===== src/shared/srpl_pkg.sv =====
// Constants and types for the serial ROM register preloader.
// Assumes a 100 MHz CLOCK and a two-wire ROM that answers device address A0h.
package srpl_pkg;
	// Timing
	localparam int CLK_PERIOD_NS = 10;
	localparam int SCL_PERIOD_NS = 2500;
	localparam int QTR_CYCLES = SCL_PERIOD_NS / (4 * CLK_PERIOD_NS);
	localparam logic [7:0] QTR_LAST = 8'(QTR_CYCLES - 1);
	// Serial ROM protocol
	localparam logic [7:0] DEV_WRITE_ADDR = 8'hA0;
	localparam logic [7:0] DEV_READ_ADDR = 8'hA1;
	localparam logic [7:0] END_OF_LIST = 8'hFF;
	localparam logic [7:0] FIRST_WORD_ADDR = 8'h00;
	localparam logic [7:0] RECORD_STEP = 8'h08;
	localparam logic [7:0] LAST_RECORD_ADDR = 8'hF8;
	localparam logic [1:0] DATA_BYTES_LAST = 2'h3;
	localparam logic [3:0] ACK_BIT = 4'h8;
	// Register map (byte addresses)
	localparam logic [7:0] REG_STATUS = 8'h00;
	localparam logic [7:0] REG_CONTROL = 8'h04;
	localparam logic [7:0] REG_IMAGE_BASE = 8'h08;
	localparam int STAT_BUSY_BIT = 0;
	localparam int STAT_ERR_BIT = 1;
	localparam int STAT_PRESENT_BIT = 2;
	localparam int CTRL_RELOAD_BIT = 0;
	// Register images: 0 subsystem 40h, 1 system control 80h, 2 GP 88h,
	// 3 pin routing 8Ch, 4 card/device/diag 90h, 5 power mgmt A0h, 6 legacy
	localparam int IMG_COUNT = 7;
	localparam logic [31:0] IMG_RESET = 32'h0000_0000;
	typedef enum logic [3:0] {
		ST_IDLE, ST_DETECT, ST_START, ST_DEVW, ST_WADDR, ST_RSTART,
		ST_DEVR, ST_REF, ST_DATA, ST_STOP, ST_DONE
	} srpl_state_type;
endpackage


===== src/verilog/srpl_preloader.sv =====
// Serial ROM register preloader: two-wire master, record parser, images.
// Assumes open-drain pins with external pullups and a classic Wishbone master.
`timescale 1ns/1ns
`default_nettype none
module srpl_preloader import srpl_pkg::*; (
	// Clock, reset, enable
	input wire logic CLOCK,
	input wire logic RST,
	input wire logic CE,
	// Wishbone slave
	input wire logic WB_CYC_I,
	input wire logic WB_STB_I,
	input wire logic WB_WE_I,
	input wire logic [7:0] WB_ADR_I,
	input wire logic [3:0] WB_SEL_I,
	input wire logic [31:0] WB_DAT_I,
	output logic [31:0] WB_DAT_O,
	output logic WB_ACK_O,
	// Two-wire ROM pins
	output logic SCL_O,
	output logic SCL_OE,
	input wire logic SDA_I,
	output logic SDA_O,
	output logic SDA_OE,
	// Status
	output logic ROM_PRESENT_FLAG,
	output logic LOAD_ERROR_FLAG,
	output logic LOAD_BUSY_FLAG
);
	// Reference decode: {defined, loads, image index, lane, bit mask}
	function automatic logic [14:0] ref_map(input logic [7:0] r);
		case (r)
			8'h21: ref_map = {2'b11, 3'h0, 2'h3, 8'hFF};
			8'h22: ref_map = {2'b11, 3'h0, 2'h2, 8'hFF};
			8'h23: ref_map = {2'b11, 3'h0, 2'h1, 8'hFF};
			8'h24: ref_map = {2'b11, 3'h0, 2'h0, 8'hFF};
			8'h25: ref_map = {2'b11, 3'h1, 2'h0, 8'h7B};
			8'h26: ref_map = {2'b11, 3'h1, 2'h1, 8'hC0};
			8'h27: ref_map = {2'b11, 3'h1, 2'h2, 8'h7F};
			8'h28: ref_map = {2'b11, 3'h1, 2'h3, 8'hED};
			8'h29: ref_map = {2'b10, 3'h0, 2'h0, 8'h00};
			8'h2A: ref_map = {2'b11, 3'h2, 2'h1, 8'hCF};
			8'h2B: ref_map = {2'b11, 3'h2, 2'h3, 8'h0F};
			8'h2C: ref_map = {2'b11, 3'h3, 2'h0, 8'hFF};
			8'h2D: ref_map = {2'b11, 3'h3, 2'h1, 8'hFF};
			8'h2E: ref_map = {2'b11, 3'h3, 2'h2, 8'hFF};
			8'h2F: ref_map = {2'b11, 3'h3, 2'h3, 8'hFF};
			8'h30: ref_map = {2'b11, 3'h4, 2'h1, 8'h86};
			8'h31: ref_map = {2'b11, 3'h4, 2'h2, 8'hFF};
			8'h32: ref_map = {2'b11, 3'h4, 2'h3, 8'h9F};
			8'h33: ref_map = {2'b11, 3'h5, 2'h3, 8'h80};
			8'h34: ref_map = {2'b11, 3'h6, 2'h0, 8'hFF};
			default: ref_map = 15'h0000;
		endcase
	endfunction

	srpl_state_type state_q;
	logic [7:0] qcnt_q;
	logic [1:0] phase_q;
	logic [3:0] bitn_q;
	logic [7:0] shift_q;
	logic [7:0] addr_q;
	logic [7:0] ref_q;
	logic [31:0] data_q;
	logic [1:0] bcnt_q;
	logic nack_q;
	logic more_q;
	logic sda_meta_q;
	logic sda_sync_q;
	logic present_q;
	logic error_q;
	logic commit_q;
	logic [31:0] img_q [IMG_COUNT];
	logic ack_q;
	logic [31:0] rdat_q;
	logic scl_oe_q;
	logic sda_oe_q;

	logic tick;
	logic act;
	logic op_end;
	logic is_write;
	logic is_read;
	logic is_single;
	logic [7:0] tx_byte;
	logic rx_ack;
	logic [14:0] cur_map;
	logic wb_req;
	logic wb_wr;
	logic reload;
	logic [7:0] wb_word;

	assign tick = (qcnt_q == QTR_LAST);
	assign act = (qcnt_q == 8'h00);
	assign is_write = (state_q == ST_DEVW) || (state_q == ST_WADDR) ||
		(state_q == ST_DEVR);
	assign is_read = (state_q == ST_REF) || (state_q == ST_DATA);
	assign is_single = (state_q == ST_START) || (state_q == ST_RSTART) ||
		(state_q == ST_STOP);
	assign op_end = tick && (phase_q == 2'h3) &&
		(is_single || (bitn_q == ACK_BIT));
	assign cur_map = ref_map((state_q == ST_REF) ? shift_q : ref_q);
	assign wb_req = WB_CYC_I && WB_STB_I;
	assign wb_wr = wb_req && WB_WE_I && ack_q;
	assign wb_word = {WB_ADR_I[7:2], 2'b00};
	assign reload = wb_wr && (wb_word == REG_CONTROL) && WB_SEL_I[0] &&
		WB_DAT_I[CTRL_RELOAD_BIT];

	assign tx_byte = (state_q == ST_DEVW) ? DEV_WRITE_ADDR :
		(state_q == ST_DEVR) ? DEV_READ_ADDR : addr_q;
	// Acknowledge a reference only if more bytes are wanted from this record
	assign rx_ack = (state_q == ST_REF) ? (cur_map[14] &&
		shift_q != END_OF_LIST) : (bcnt_q != DATA_BYTES_LAST);

	// Data line synchroniser
	always_ff @(posedge CLOCK) begin
		if (RST) begin
			sda_meta_q <= 1'b1;
			sda_sync_q <= 1'b1;
		end else if (CE) begin
			sda_meta_q <= SDA_I;
			sda_sync_q <= sda_meta_q;
		end
	end

	// Quarter-bit timing
	always_ff @(posedge CLOCK) begin
		if (RST) begin
			qcnt_q <= 8'h00;
			phase_q <= 2'h0;
			bitn_q <= 4'h0;
		end else if (CE) begin
			if (state_q == ST_IDLE || state_q == ST_DONE) begin
				qcnt_q <= 8'h00;
				phase_q <= 2'h0;
				bitn_q <= 4'h0;
			end else if (tick) begin
				qcnt_q <= 8'h00;
				phase_q <= phase_q + 2'h1;
				if (op_end || state_q == ST_DETECT) begin
					phase_q <= 2'h0;
					bitn_q <= 4'h0;
				end else if (phase_q == 2'h3) begin
					bitn_q <= bitn_q + 4'h1;
				end
			end else begin
				qcnt_q <= qcnt_q + 8'h01;
			end
		end
	end

	// Pin drive: in byte states clock low in phases 0 and 3, data set while clock is low
	always_ff @(posedge CLOCK) begin
		if (RST) begin
			scl_oe_q <= 1'b0;
			sda_oe_q <= 1'b0;
		end else if (CE && act) begin
			case (state_q)
				ST_START, ST_RSTART: begin
					case (phase_q)
						2'h0: sda_oe_q <= 1'b0;
						2'h1: scl_oe_q <= 1'b0;
						2'h2: sda_oe_q <= 1'b1;
						default: scl_oe_q <= 1'b1;
					endcase
				end
				ST_STOP: begin
					case (phase_q)
						2'h0: sda_oe_q <= 1'b1;
						2'h1: scl_oe_q <= 1'b0;
						2'h2: sda_oe_q <= 1'b0;
						default: scl_oe_q <= 1'b0;
					endcase
				end
				ST_DEVW, ST_WADDR, ST_DEVR, ST_REF, ST_DATA: begin
					case (phase_q)
						2'h0: begin
							scl_oe_q <= 1'b1;
							if (bitn_q == ACK_BIT) begin
								sda_oe_q <= is_read && rx_ack;
							end else begin
								sda_oe_q <= is_write && !tx_byte[3'(7 - bitn_q)];
							end
						end
						2'h1: scl_oe_q <= 1'b0;
						2'h2: scl_oe_q <= 1'b0;
						default: scl_oe_q <= 1'b1;
					endcase
				end
				default: begin
					scl_oe_q <= 1'b0;
					sda_oe_q <= 1'b0;
				end
			endcase
		end
	end

	// Receive shifter and missing acknowledge capture
	always_ff @(posedge CLOCK) begin
		if (RST) begin
			shift_q <= 8'h00;
			nack_q <= 1'b0;
		end else if (CE) begin
			if (op_end) begin
				nack_q <= 1'b0;
			end else if (act && phase_q == 2'h2) begin
				if (is_read && bitn_q != ACK_BIT) begin
					shift_q <= {shift_q[6:0], sda_sync_q};
				end
				if (is_write && bitn_q == ACK_BIT && sda_sync_q) begin
					nack_q <= 1'b1;
				end
			end
		end
	end

	// Sequencer
	always_ff @(posedge CLOCK) begin
		if (RST) begin
			state_q <= ST_DETECT;
			addr_q <= FIRST_WORD_ADDR;
			ref_q <= 8'h00;
			data_q <= 32'h0000_0000;
			bcnt_q <= 2'h0;
			more_q <= 1'b0;
			present_q <= 1'b0;
			error_q <= 1'b0;
			commit_q <= 1'b0;
		end else if (CE) begin
			commit_q <= 1'b0;
			case (state_q)
				ST_IDLE, ST_DONE: begin
					if (reload) begin
						state_q <= ST_DETECT;
					end
				end
				ST_DETECT: begin
					if (tick) begin
						present_q <= sda_sync_q;
						error_q <= 1'b0;
						addr_q <= FIRST_WORD_ADDR;
						more_q <= 1'b0;
						state_q <= sda_sync_q ? ST_START : ST_DONE;
					end
				end
				ST_START: if (op_end) state_q <= ST_DEVW;
				ST_DEVW, ST_WADDR, ST_DEVR: begin
					if (op_end) begin
						if (nack_q) begin
							error_q <= 1'b1;
							more_q <= 1'b0;
							state_q <= ST_STOP;
						end else if (state_q == ST_DEVW) begin
							state_q <= ST_WADDR;
						end else if (state_q == ST_WADDR) begin
							state_q <= ST_RSTART;
						end else begin
							state_q <= ST_REF;
						end
					end
				end
				ST_RSTART: if (op_end) state_q <= ST_DEVR;
				ST_REF: begin
					if (op_end) begin
						ref_q <= shift_q;
						bcnt_q <= 2'h0;
						more_q <= 1'b0;
						if (shift_q == END_OF_LIST) begin
							state_q <= ST_STOP;
						end else if (!cur_map[14]) begin
							error_q <= 1'b1;
							state_q <= ST_STOP;
						end else begin
							state_q <= ST_DATA;
						end
					end
				end
				ST_DATA: begin
					if (op_end) begin
						data_q <= {data_q[23:0], shift_q};
						bcnt_q <= bcnt_q + 2'h1;
						if (bcnt_q == DATA_BYTES_LAST) begin
							commit_q <= 1'b1;
							state_q <= ST_STOP;
							if (addr_q == LAST_RECORD_ADDR) begin
								error_q <= 1'b1;
							end else begin
								addr_q <= addr_q + RECORD_STEP;
								more_q <= 1'b1;
							end
						end
					end
				end
				ST_STOP: begin
					if (op_end) begin
						state_q <= more_q ? ST_START : ST_DONE;
					end
				end
				default: state_q <= ST_DONE;
			endcase
		end
	end

	// Register images; a record commit outranks a bus write in the same cycle
	for (genvar gi = 0; gi < IMG_COUNT; gi++) begin : g_img
		always_ff @(posedge CLOCK) begin
			if (RST) begin
				img_q[gi] <= IMG_RESET;
			end else if (CE) begin
				if (commit_q && cur_map[13] &&
					cur_map[12:10] == 3'(gi)) begin
					img_q[gi][cur_map[9:8]*8 +: 8] <=
						(img_q[gi][cur_map[9:8]*8 +: 8] & ~cur_map[7:0]) |
						(data_q[cur_map[9:8]*8 +: 8] & cur_map[7:0]);
				end else if (wb_wr &&
					wb_word == REG_IMAGE_BASE + 8'(4 * gi)) begin
					for (int b = 0; b < 4; b++) begin
						if (WB_SEL_I[b]) begin
							img_q[gi][b*8 +: 8] <= WB_DAT_I[b*8 +: 8];
						end
					end
				end
			end
		end
	end

	// Wishbone: answer one cycle after the request, unmapped reads give zero
	always_ff @(posedge CLOCK) begin
		if (RST) begin
			ack_q <= 1'b0;
			rdat_q <= 32'h0000_0000;
		end else if (CE) begin
			ack_q <= wb_req && !ack_q;
			if (wb_req && !ack_q) begin
				rdat_q <= 32'h0000_0000;
				if (wb_word == REG_STATUS) begin
					rdat_q[STAT_PRESENT_BIT] <= present_q;
					rdat_q[STAT_ERR_BIT] <= error_q;
					rdat_q[STAT_BUSY_BIT] <= LOAD_BUSY_FLAG;
				end else if (wb_word >= REG_IMAGE_BASE &&
					wb_word < REG_IMAGE_BASE + 8'(4 * IMG_COUNT)) begin
					rdat_q <= img_q[3'((wb_word - REG_IMAGE_BASE) >> 2)];
				end
			end
		end
	end

	// Status outputs
	always_ff @(posedge CLOCK) begin
		if (RST) begin
			LOAD_BUSY_FLAG <= 1'b0;
		end else if (CE) begin
			LOAD_BUSY_FLAG <= (state_q != ST_IDLE) && (state_q != ST_DONE) &&
				(state_q != ST_DETECT);
		end
	end

	assign WB_ACK_O = ack_q;
	assign WB_DAT_O = rdat_q;
	assign SCL_OE = scl_oe_q;
	assign SDA_OE = sda_oe_q;
	assign SCL_O = 1'b0;
	assign SDA_O = 1'b0;
	assign ROM_PRESENT_FLAG = present_q;
	assign LOAD_ERROR_FLAG = error_q;
endmodule
`default_nettype wire


===== config.mk =====
export PLATFORM = sky130hd
export DESIGN_NAME = srpl_preloader
export DESIGN_NICKNAME = d
export VERILOG_FILES = /design/src/shared/srpl_pkg.sv /design/src/verilog/srpl_preloader.sv
export SDC_FILE = /design/constraint.sdc
export NUM_CORES = 1
export LEC_CHECK = 0
export BUFFER_PORTS_ARGS = -buffer_cell sky130_fd_sc_hd__buf_2
export CORE_MARGIN = 8
export CORE_UTILIZATION = 69
export CTS_BUF_LIST = sky130_fd_sc_hd__clkbuf_4 sky130_fd_sc_hd__clkbuf_8
export DETAILED_ROUTE_END_ITERATION = 7
export PLACE_DENSITY = 0.88
export SYNTH_ARGS = -nofsm -noshare
export SYNTH_HDL_FRONTEND = slang
export SYNTH_SLANG_ARGS = --single-unit

===== constraint.sdc =====
create_clock -name CLOCK -period 14.93 [get_ports CLOCK]
set_input_delay 4.479 -clock CLOCK [delete_from_list [all_inputs] [get_ports CLOCK]]
set_output_delay 4.479 -clock CLOCK [all_outputs]
set_load 0.02 [all_outputs]

# ---- Yosys cells after proc, flatten, opt, wreduce, memory -nomap -nowiden
# Memories as Yosys holds them, arrays and structs flattened.
# Cells that the tools add are included.
dict set report word_totals {
  rom_bits 960
  input_bits 51
  n_memories 2
  ram_bits 224
  wordCells 1349
  reg_bits 119
}
# name depth width read_ports rd_clocked_by_memory_dff write_ports line_no
set memory_table {}
lappend memory_table {{(name not given)} 64 15 1 0 0 srpl_preloader.sv:32} ;# case (r)
lappend memory_table {img_q 7 32 8 0 7 srpl_preloader.sv:73} ;# logic [31:0] img_q [IMG_COUNT];
dict set report op_classes {
  shift 16
  n_reduce_logical 80
  mux 698
  n_eq_ne 56
  bitwise 465
  add_sub_neg 8
  magnitude_cmp 3
}
# op count
set ops {}
lappend ops {{1-bit 2-to-1 mux} 644}
lappend ops {{1-bit bitwise OR} 448}
lappend ops {{32-bit 2-to-1 mux} 8}
lappend ops {{32-bit by 6-bit variable part select with 8-bit output} 8}
lappend ops {{8-bit by 34-bit variable part select with 32-bit output} 7}
lappend ops {{8-bit 2-to-1 mux} 9}
lappend ops {{8-bit bitwise AND} 8}
lappend ops {{4-bit 2-to-1 mux} 16}
lappend ops {{8-bit bitwise OR} 7}
lappend ops {{1-bit logical AND} 35}
lappend ops {{5-bit negator with 34-bit output} 1}
lappend ops {{8-bit by 34-bit variable shift with 32-bit output, first input constant} 1}
lappend ops {{4-bit one-hot mux with 8 select lines} 1}
lappend ops {{2-bit != test, second input constant} 15}
lappend ops {{29-bit 2-to-1 mux} 1}
lappend ops {{6-bit by 3-bit == test with 1-bit output, second input constant} 4}
lappend ops {{3-bit AND reduction} 6}
lappend ops {{4-bit by 3-bit == test with 1-bit output, second input constant} 4}
lappend ops {{4-bit == test, second input constant} 4}
lappend ops {{8-bit == test, second input constant} 2}
lappend ops {{8-bit logical NOT} 2}
lappend ops {{8-bit one-hot mux with 2 select lines} 1}
lappend ops {{15-bit 2-to-1 mux} 1}
lappend ops {{2-bit 2-to-1 mux} 7}
lappend ops {{other kinds (51)} 86}

# ---- Longest topological paths before layout
dict set report logic_depth {
  depth_word 12
  mapped_depth 22
  ltp_nobuf 15
}

# ---- Worst setup path after synthesis
# Ideal clock, no wire load.
dict set report synth_timing {
  kind {input -> register}
  from {input port WB_ADR_I[3]}
  to {memory img_q[5][10], enable pin}
  cell_stages 6
  n_path_buf 3
  setup_time_ps 326
  t_required_ps 14604
  arrival_time_ps 6538
  setup_slack_ps 8066
  path_cell_list {clkbuf_1 -> clkbuf_1 -> clkbuf_1 -> nand3_1 -> a211oi_1 -> a211o_1}
}
# item line_no
set synth_rtl {}
lappend synth_rtl {{start, declared} srpl_preloader.sv:14} ;# input wire logic [7:0] WB_ADR_I,
lappend synth_rtl {{end, declared} srpl_preloader.sv:73}

==> flow_summary.yaml <==
placement:
  place_congestion: 1.03
  pre_cts_ws_ns: 6.87
  dp_hpwl_um: 48100
  portBuffers: 86
timing:
  setup_violations: 0
  min_period_ns: 7.54
  fin_setup_tns_ns: 0
  layout_setup_ws_ns: 7.39
  relSlewSlack_pct: 11.8
  period_share_pct: 50.5
  skew_ns: 0.0310
  rsz0062_at_grt: "false"
  drv_slew: 0
  fmax_mhz: 133
  hold_viol: 0
  worst-slew-pin-transition_ns: 1.32
cts:
  cts_hold_buf: 0
  clk_pin_slew_worst_paths_ns: 0.06
  cts_tree: "built"
  cts.sink_count: 340
  cts-root-buf: "clkbuf_8"
  post_cts.repair.setup_buffers: 0
  clk_latency_ns: 0.64
  htree_levels: 2
  cts_resized: 0
  numCtsBuffers: 55
  clockBufferDepth: 3
detailed_routing:
  antenna_left: 0
  route.detailed.wl_per_inst_um: 27.8
  drc: 0
  first_pass_iters: 8
  drt_iter0_drc: 3115
  vias_per_cell: 7.42
  num_vias: 18000
  routed_wl_um: 67600
power:
  clkPwrFrac_pct: 41.9
  p_leak_uw: 0.00783
  pwr-share-comb_pct: 9.1
  swShare_pct: 26.3
  p_int_uw: 1590
  peakVddDrop_mv: 0.0784
  seqPwrFrac_pct: 49.0
  power_density_nw_per_um2: 101
  p_switching_uw: 564
layout:
  multi_input_area_um2: 9770
  mostFrequentLayoutCell: "nand2_1"
  regArea_um2: 9050
  n_antenna_cell: 0
  mostFrequentLayoutCells: "nand2_1, edfxtp_1, nor2_1"
  fin_nets: 2075
  area_growth_syn_to_layout_pct: 8.20
  layout-drive-gt1-share_pct: 14.3
  fillers: 2034
  post-route-util_pct: 75.0
yosys:
  synth-seq-cells: 340
  seq_area_frac_synth_pct: 46.0
  synth_edf_count: 224
  async_reset_ff_share_pct: 0
  synthCells: 1991
  syn_area_per_cell_um2: 9.88
  synth.distinct_cells: 88
  synthFlopType: "edfxtp_1"
  synthesis.area_um2: 19700
  ys.warnings.count: 0
setup_path:
  cp_max_fo: 61
  crit_arrival_ns: 7.83
  cp.required_ns: 15.22
  crit_type: "input pin to register"
  worst_setup_path_end_kind: "register"
  crit_path_start_kind: "input pin"
global_route:
  grt_max_degree: 86
  antenna_found_initial: 3
  gr-total-overflow: 0
  first_global_vias: 16700
  track_usage_pct: 38.8
  grt_pass1_wl_um: 101000
floorplan:
  die_w_um: 185
  initial_core_util_pct: 69.3
  core_area_um2: 28400
  fp.dieH_um: 185
  die-area_um2: 34200
  io_pins: 91
  core.rowCount: 62
job:
  max-cap-violations: 0
hold_path:
  min_path_type: "register to register"
outcome:
  status: "finished clean"
-- critical path, cell delays in order --
cell and delay (ns):
buf_2 0.19, inv_2 0.83, nand2_1 0.27, a2111o_1 0.89
nor2_1 0.71, a211o_1 0.44
-- synthesized netlist by cell type (7+ instances only) --
master | instances | area share [%]
a211o_1 | 31 | 1.4
a211oi_1 | 25 | 0.95
a21o_1 | 7 | 0.27
a21oi_1 | 73 | 1.9
a22oi_1 | 35 | 1.3
a31oi_1 | 32 | 1.0
a32o_1 | 33 | 1.7
and2_1 | 13 | 0.41
and3_1 | 14 | 0.45
buf_1 | 12 | 0.23
buf_2 | 19 | 0.48
buf_4 | 15 | 0.57
clkbuf_1 | 107 | 2.0
dfxtp_1 | 116 | 12
edfxtp_1 | 224 | 34
ha_1 | 24 | 1.5
inv_1 | 40 | 0.76
mux2_2 | 16 | 0.92
mux2i_1 | 90 | 4.6
mux4_2 | 32 | 3.7
nand2_1 | 273 | 5.2
nand2b_1 | 43 | 1.4
nand3_1 | 51 | 1.3
nand3b_1 | 12 | 0.46
nand4_1 | 38 | 1.2
nor2_1 | 163 | 3.1
nor2b_1 | 25 | 0.79
nor3_1 | 39 | 0.99
o211ai_1 | 34 | 1.3
o21ai_0 | 64 | 1.6
o22ai_1 | 25 | 0.79
o2bb2ai_1 | 47 | 2.1
o31ai_1 | 31 | 1.2
o32ai_1 | 65 | 2.9
or2_2 | 14 | 0.45
xor2_1 | 12 | 0.53
-- power by group through the flow --
| stage | registers, µW | clock network [µW] | logic (µW) |
|---|---|---|---|
| after floorplan | 1060 | 0 | 136 |
| after global placement | 1070 | 0 | 183 |
| after detailed placement | 1070 | 0 | 188 |
| after CTS | 1050 | 889 | 189 |
| after global routing | 1050 | 935 | 208 |
| final | 1050 | 900 | 196 |
-- sequential cells by signal (all words and copies together) (netlist names), 2 cells and up --
name and flops:
img_q 224, WB_DAT_O 32, addr_q 5, phase_q 2
bitn_q 4, bcnt_q 2, data_q 32, ref_q 8
shift_q 8, state_q 4, qcnt_q 8
-- metrics by stage --
stage,cell area (µm²),hold slack [ns],std cells,power [µW]
after global routing,21300,0.476,2431,2200
after detailed placement,20100,0.456,2327,1260
after CTS,21300,0.459,2431,2130
after floorplan,19700,0.431,1992,1190
after global placement,20100,0.442,2327,1250
final,21300,0.464,2431,2150
-- layer usage --
| layer | global-route usage [%] | wire [µm] | vias up |
|---|---|---|---|
| li1 | - | - | 7655 |
| met1 | 52.0 | 24400 | 8579 |
| met2 | 56.9 | 28500 | 1578 |
| met3 | 15.0 | 11900 | 233 |
| met4 | 13.7 | 2790 | 4 |
| met5 | 0 | 24 | - |
-- final cells by class --
type	count	share of cell area, %
Inverter	43	0.770
Sequential cell	340	42.5
Tap cell	384	2.26
Clock buffer	79	4.75
Clock inverter	25	0.976
Timing Repair Buffer	109	2.87
Multi-Input combinational cell	1451	45.9
-- logic make-up (layout without fill, tap and decap cells) --
| group | after synthesis | in the layout | share of synthesized area [%] |
|---|---|---|---|
| AOI/OAI and AO/OA | 545 | 545 | 20.4 |
| and+or+nand+nor | 729 | 729 | 17.8 |
| buffers and inverters | 201 | 256 | 4.41 |
| muxes | 139 | 139 | 9.27 |
| adders and majority gates | 24 | 24 | 1.53 |
| DFF | 340 | 340 | 46.0 |
| other | 1 | 2 | 0.0191 |
| xor gates and xnor gates | 12 | 12 | 0.534 |
-- path summary, 6_finish.rpt --
| kind | from | to | slack [ns] | depth (start not counted) |
|---|---|---|---|---|
| max | WB_ADR_I[4] | img_q[6][19] | 7.39 | 6 |
| max reg2reg | state_q[0] | img_q[5][6] | 7.66 | 16 |
| min reg2reg | data_q[31] | data_q[31] | 0.46 | 2 |
| min | data_q[31] | data_q[31] | 0.46 | 2 |
No activity file was read; power rests on OpenSTA's default activity.
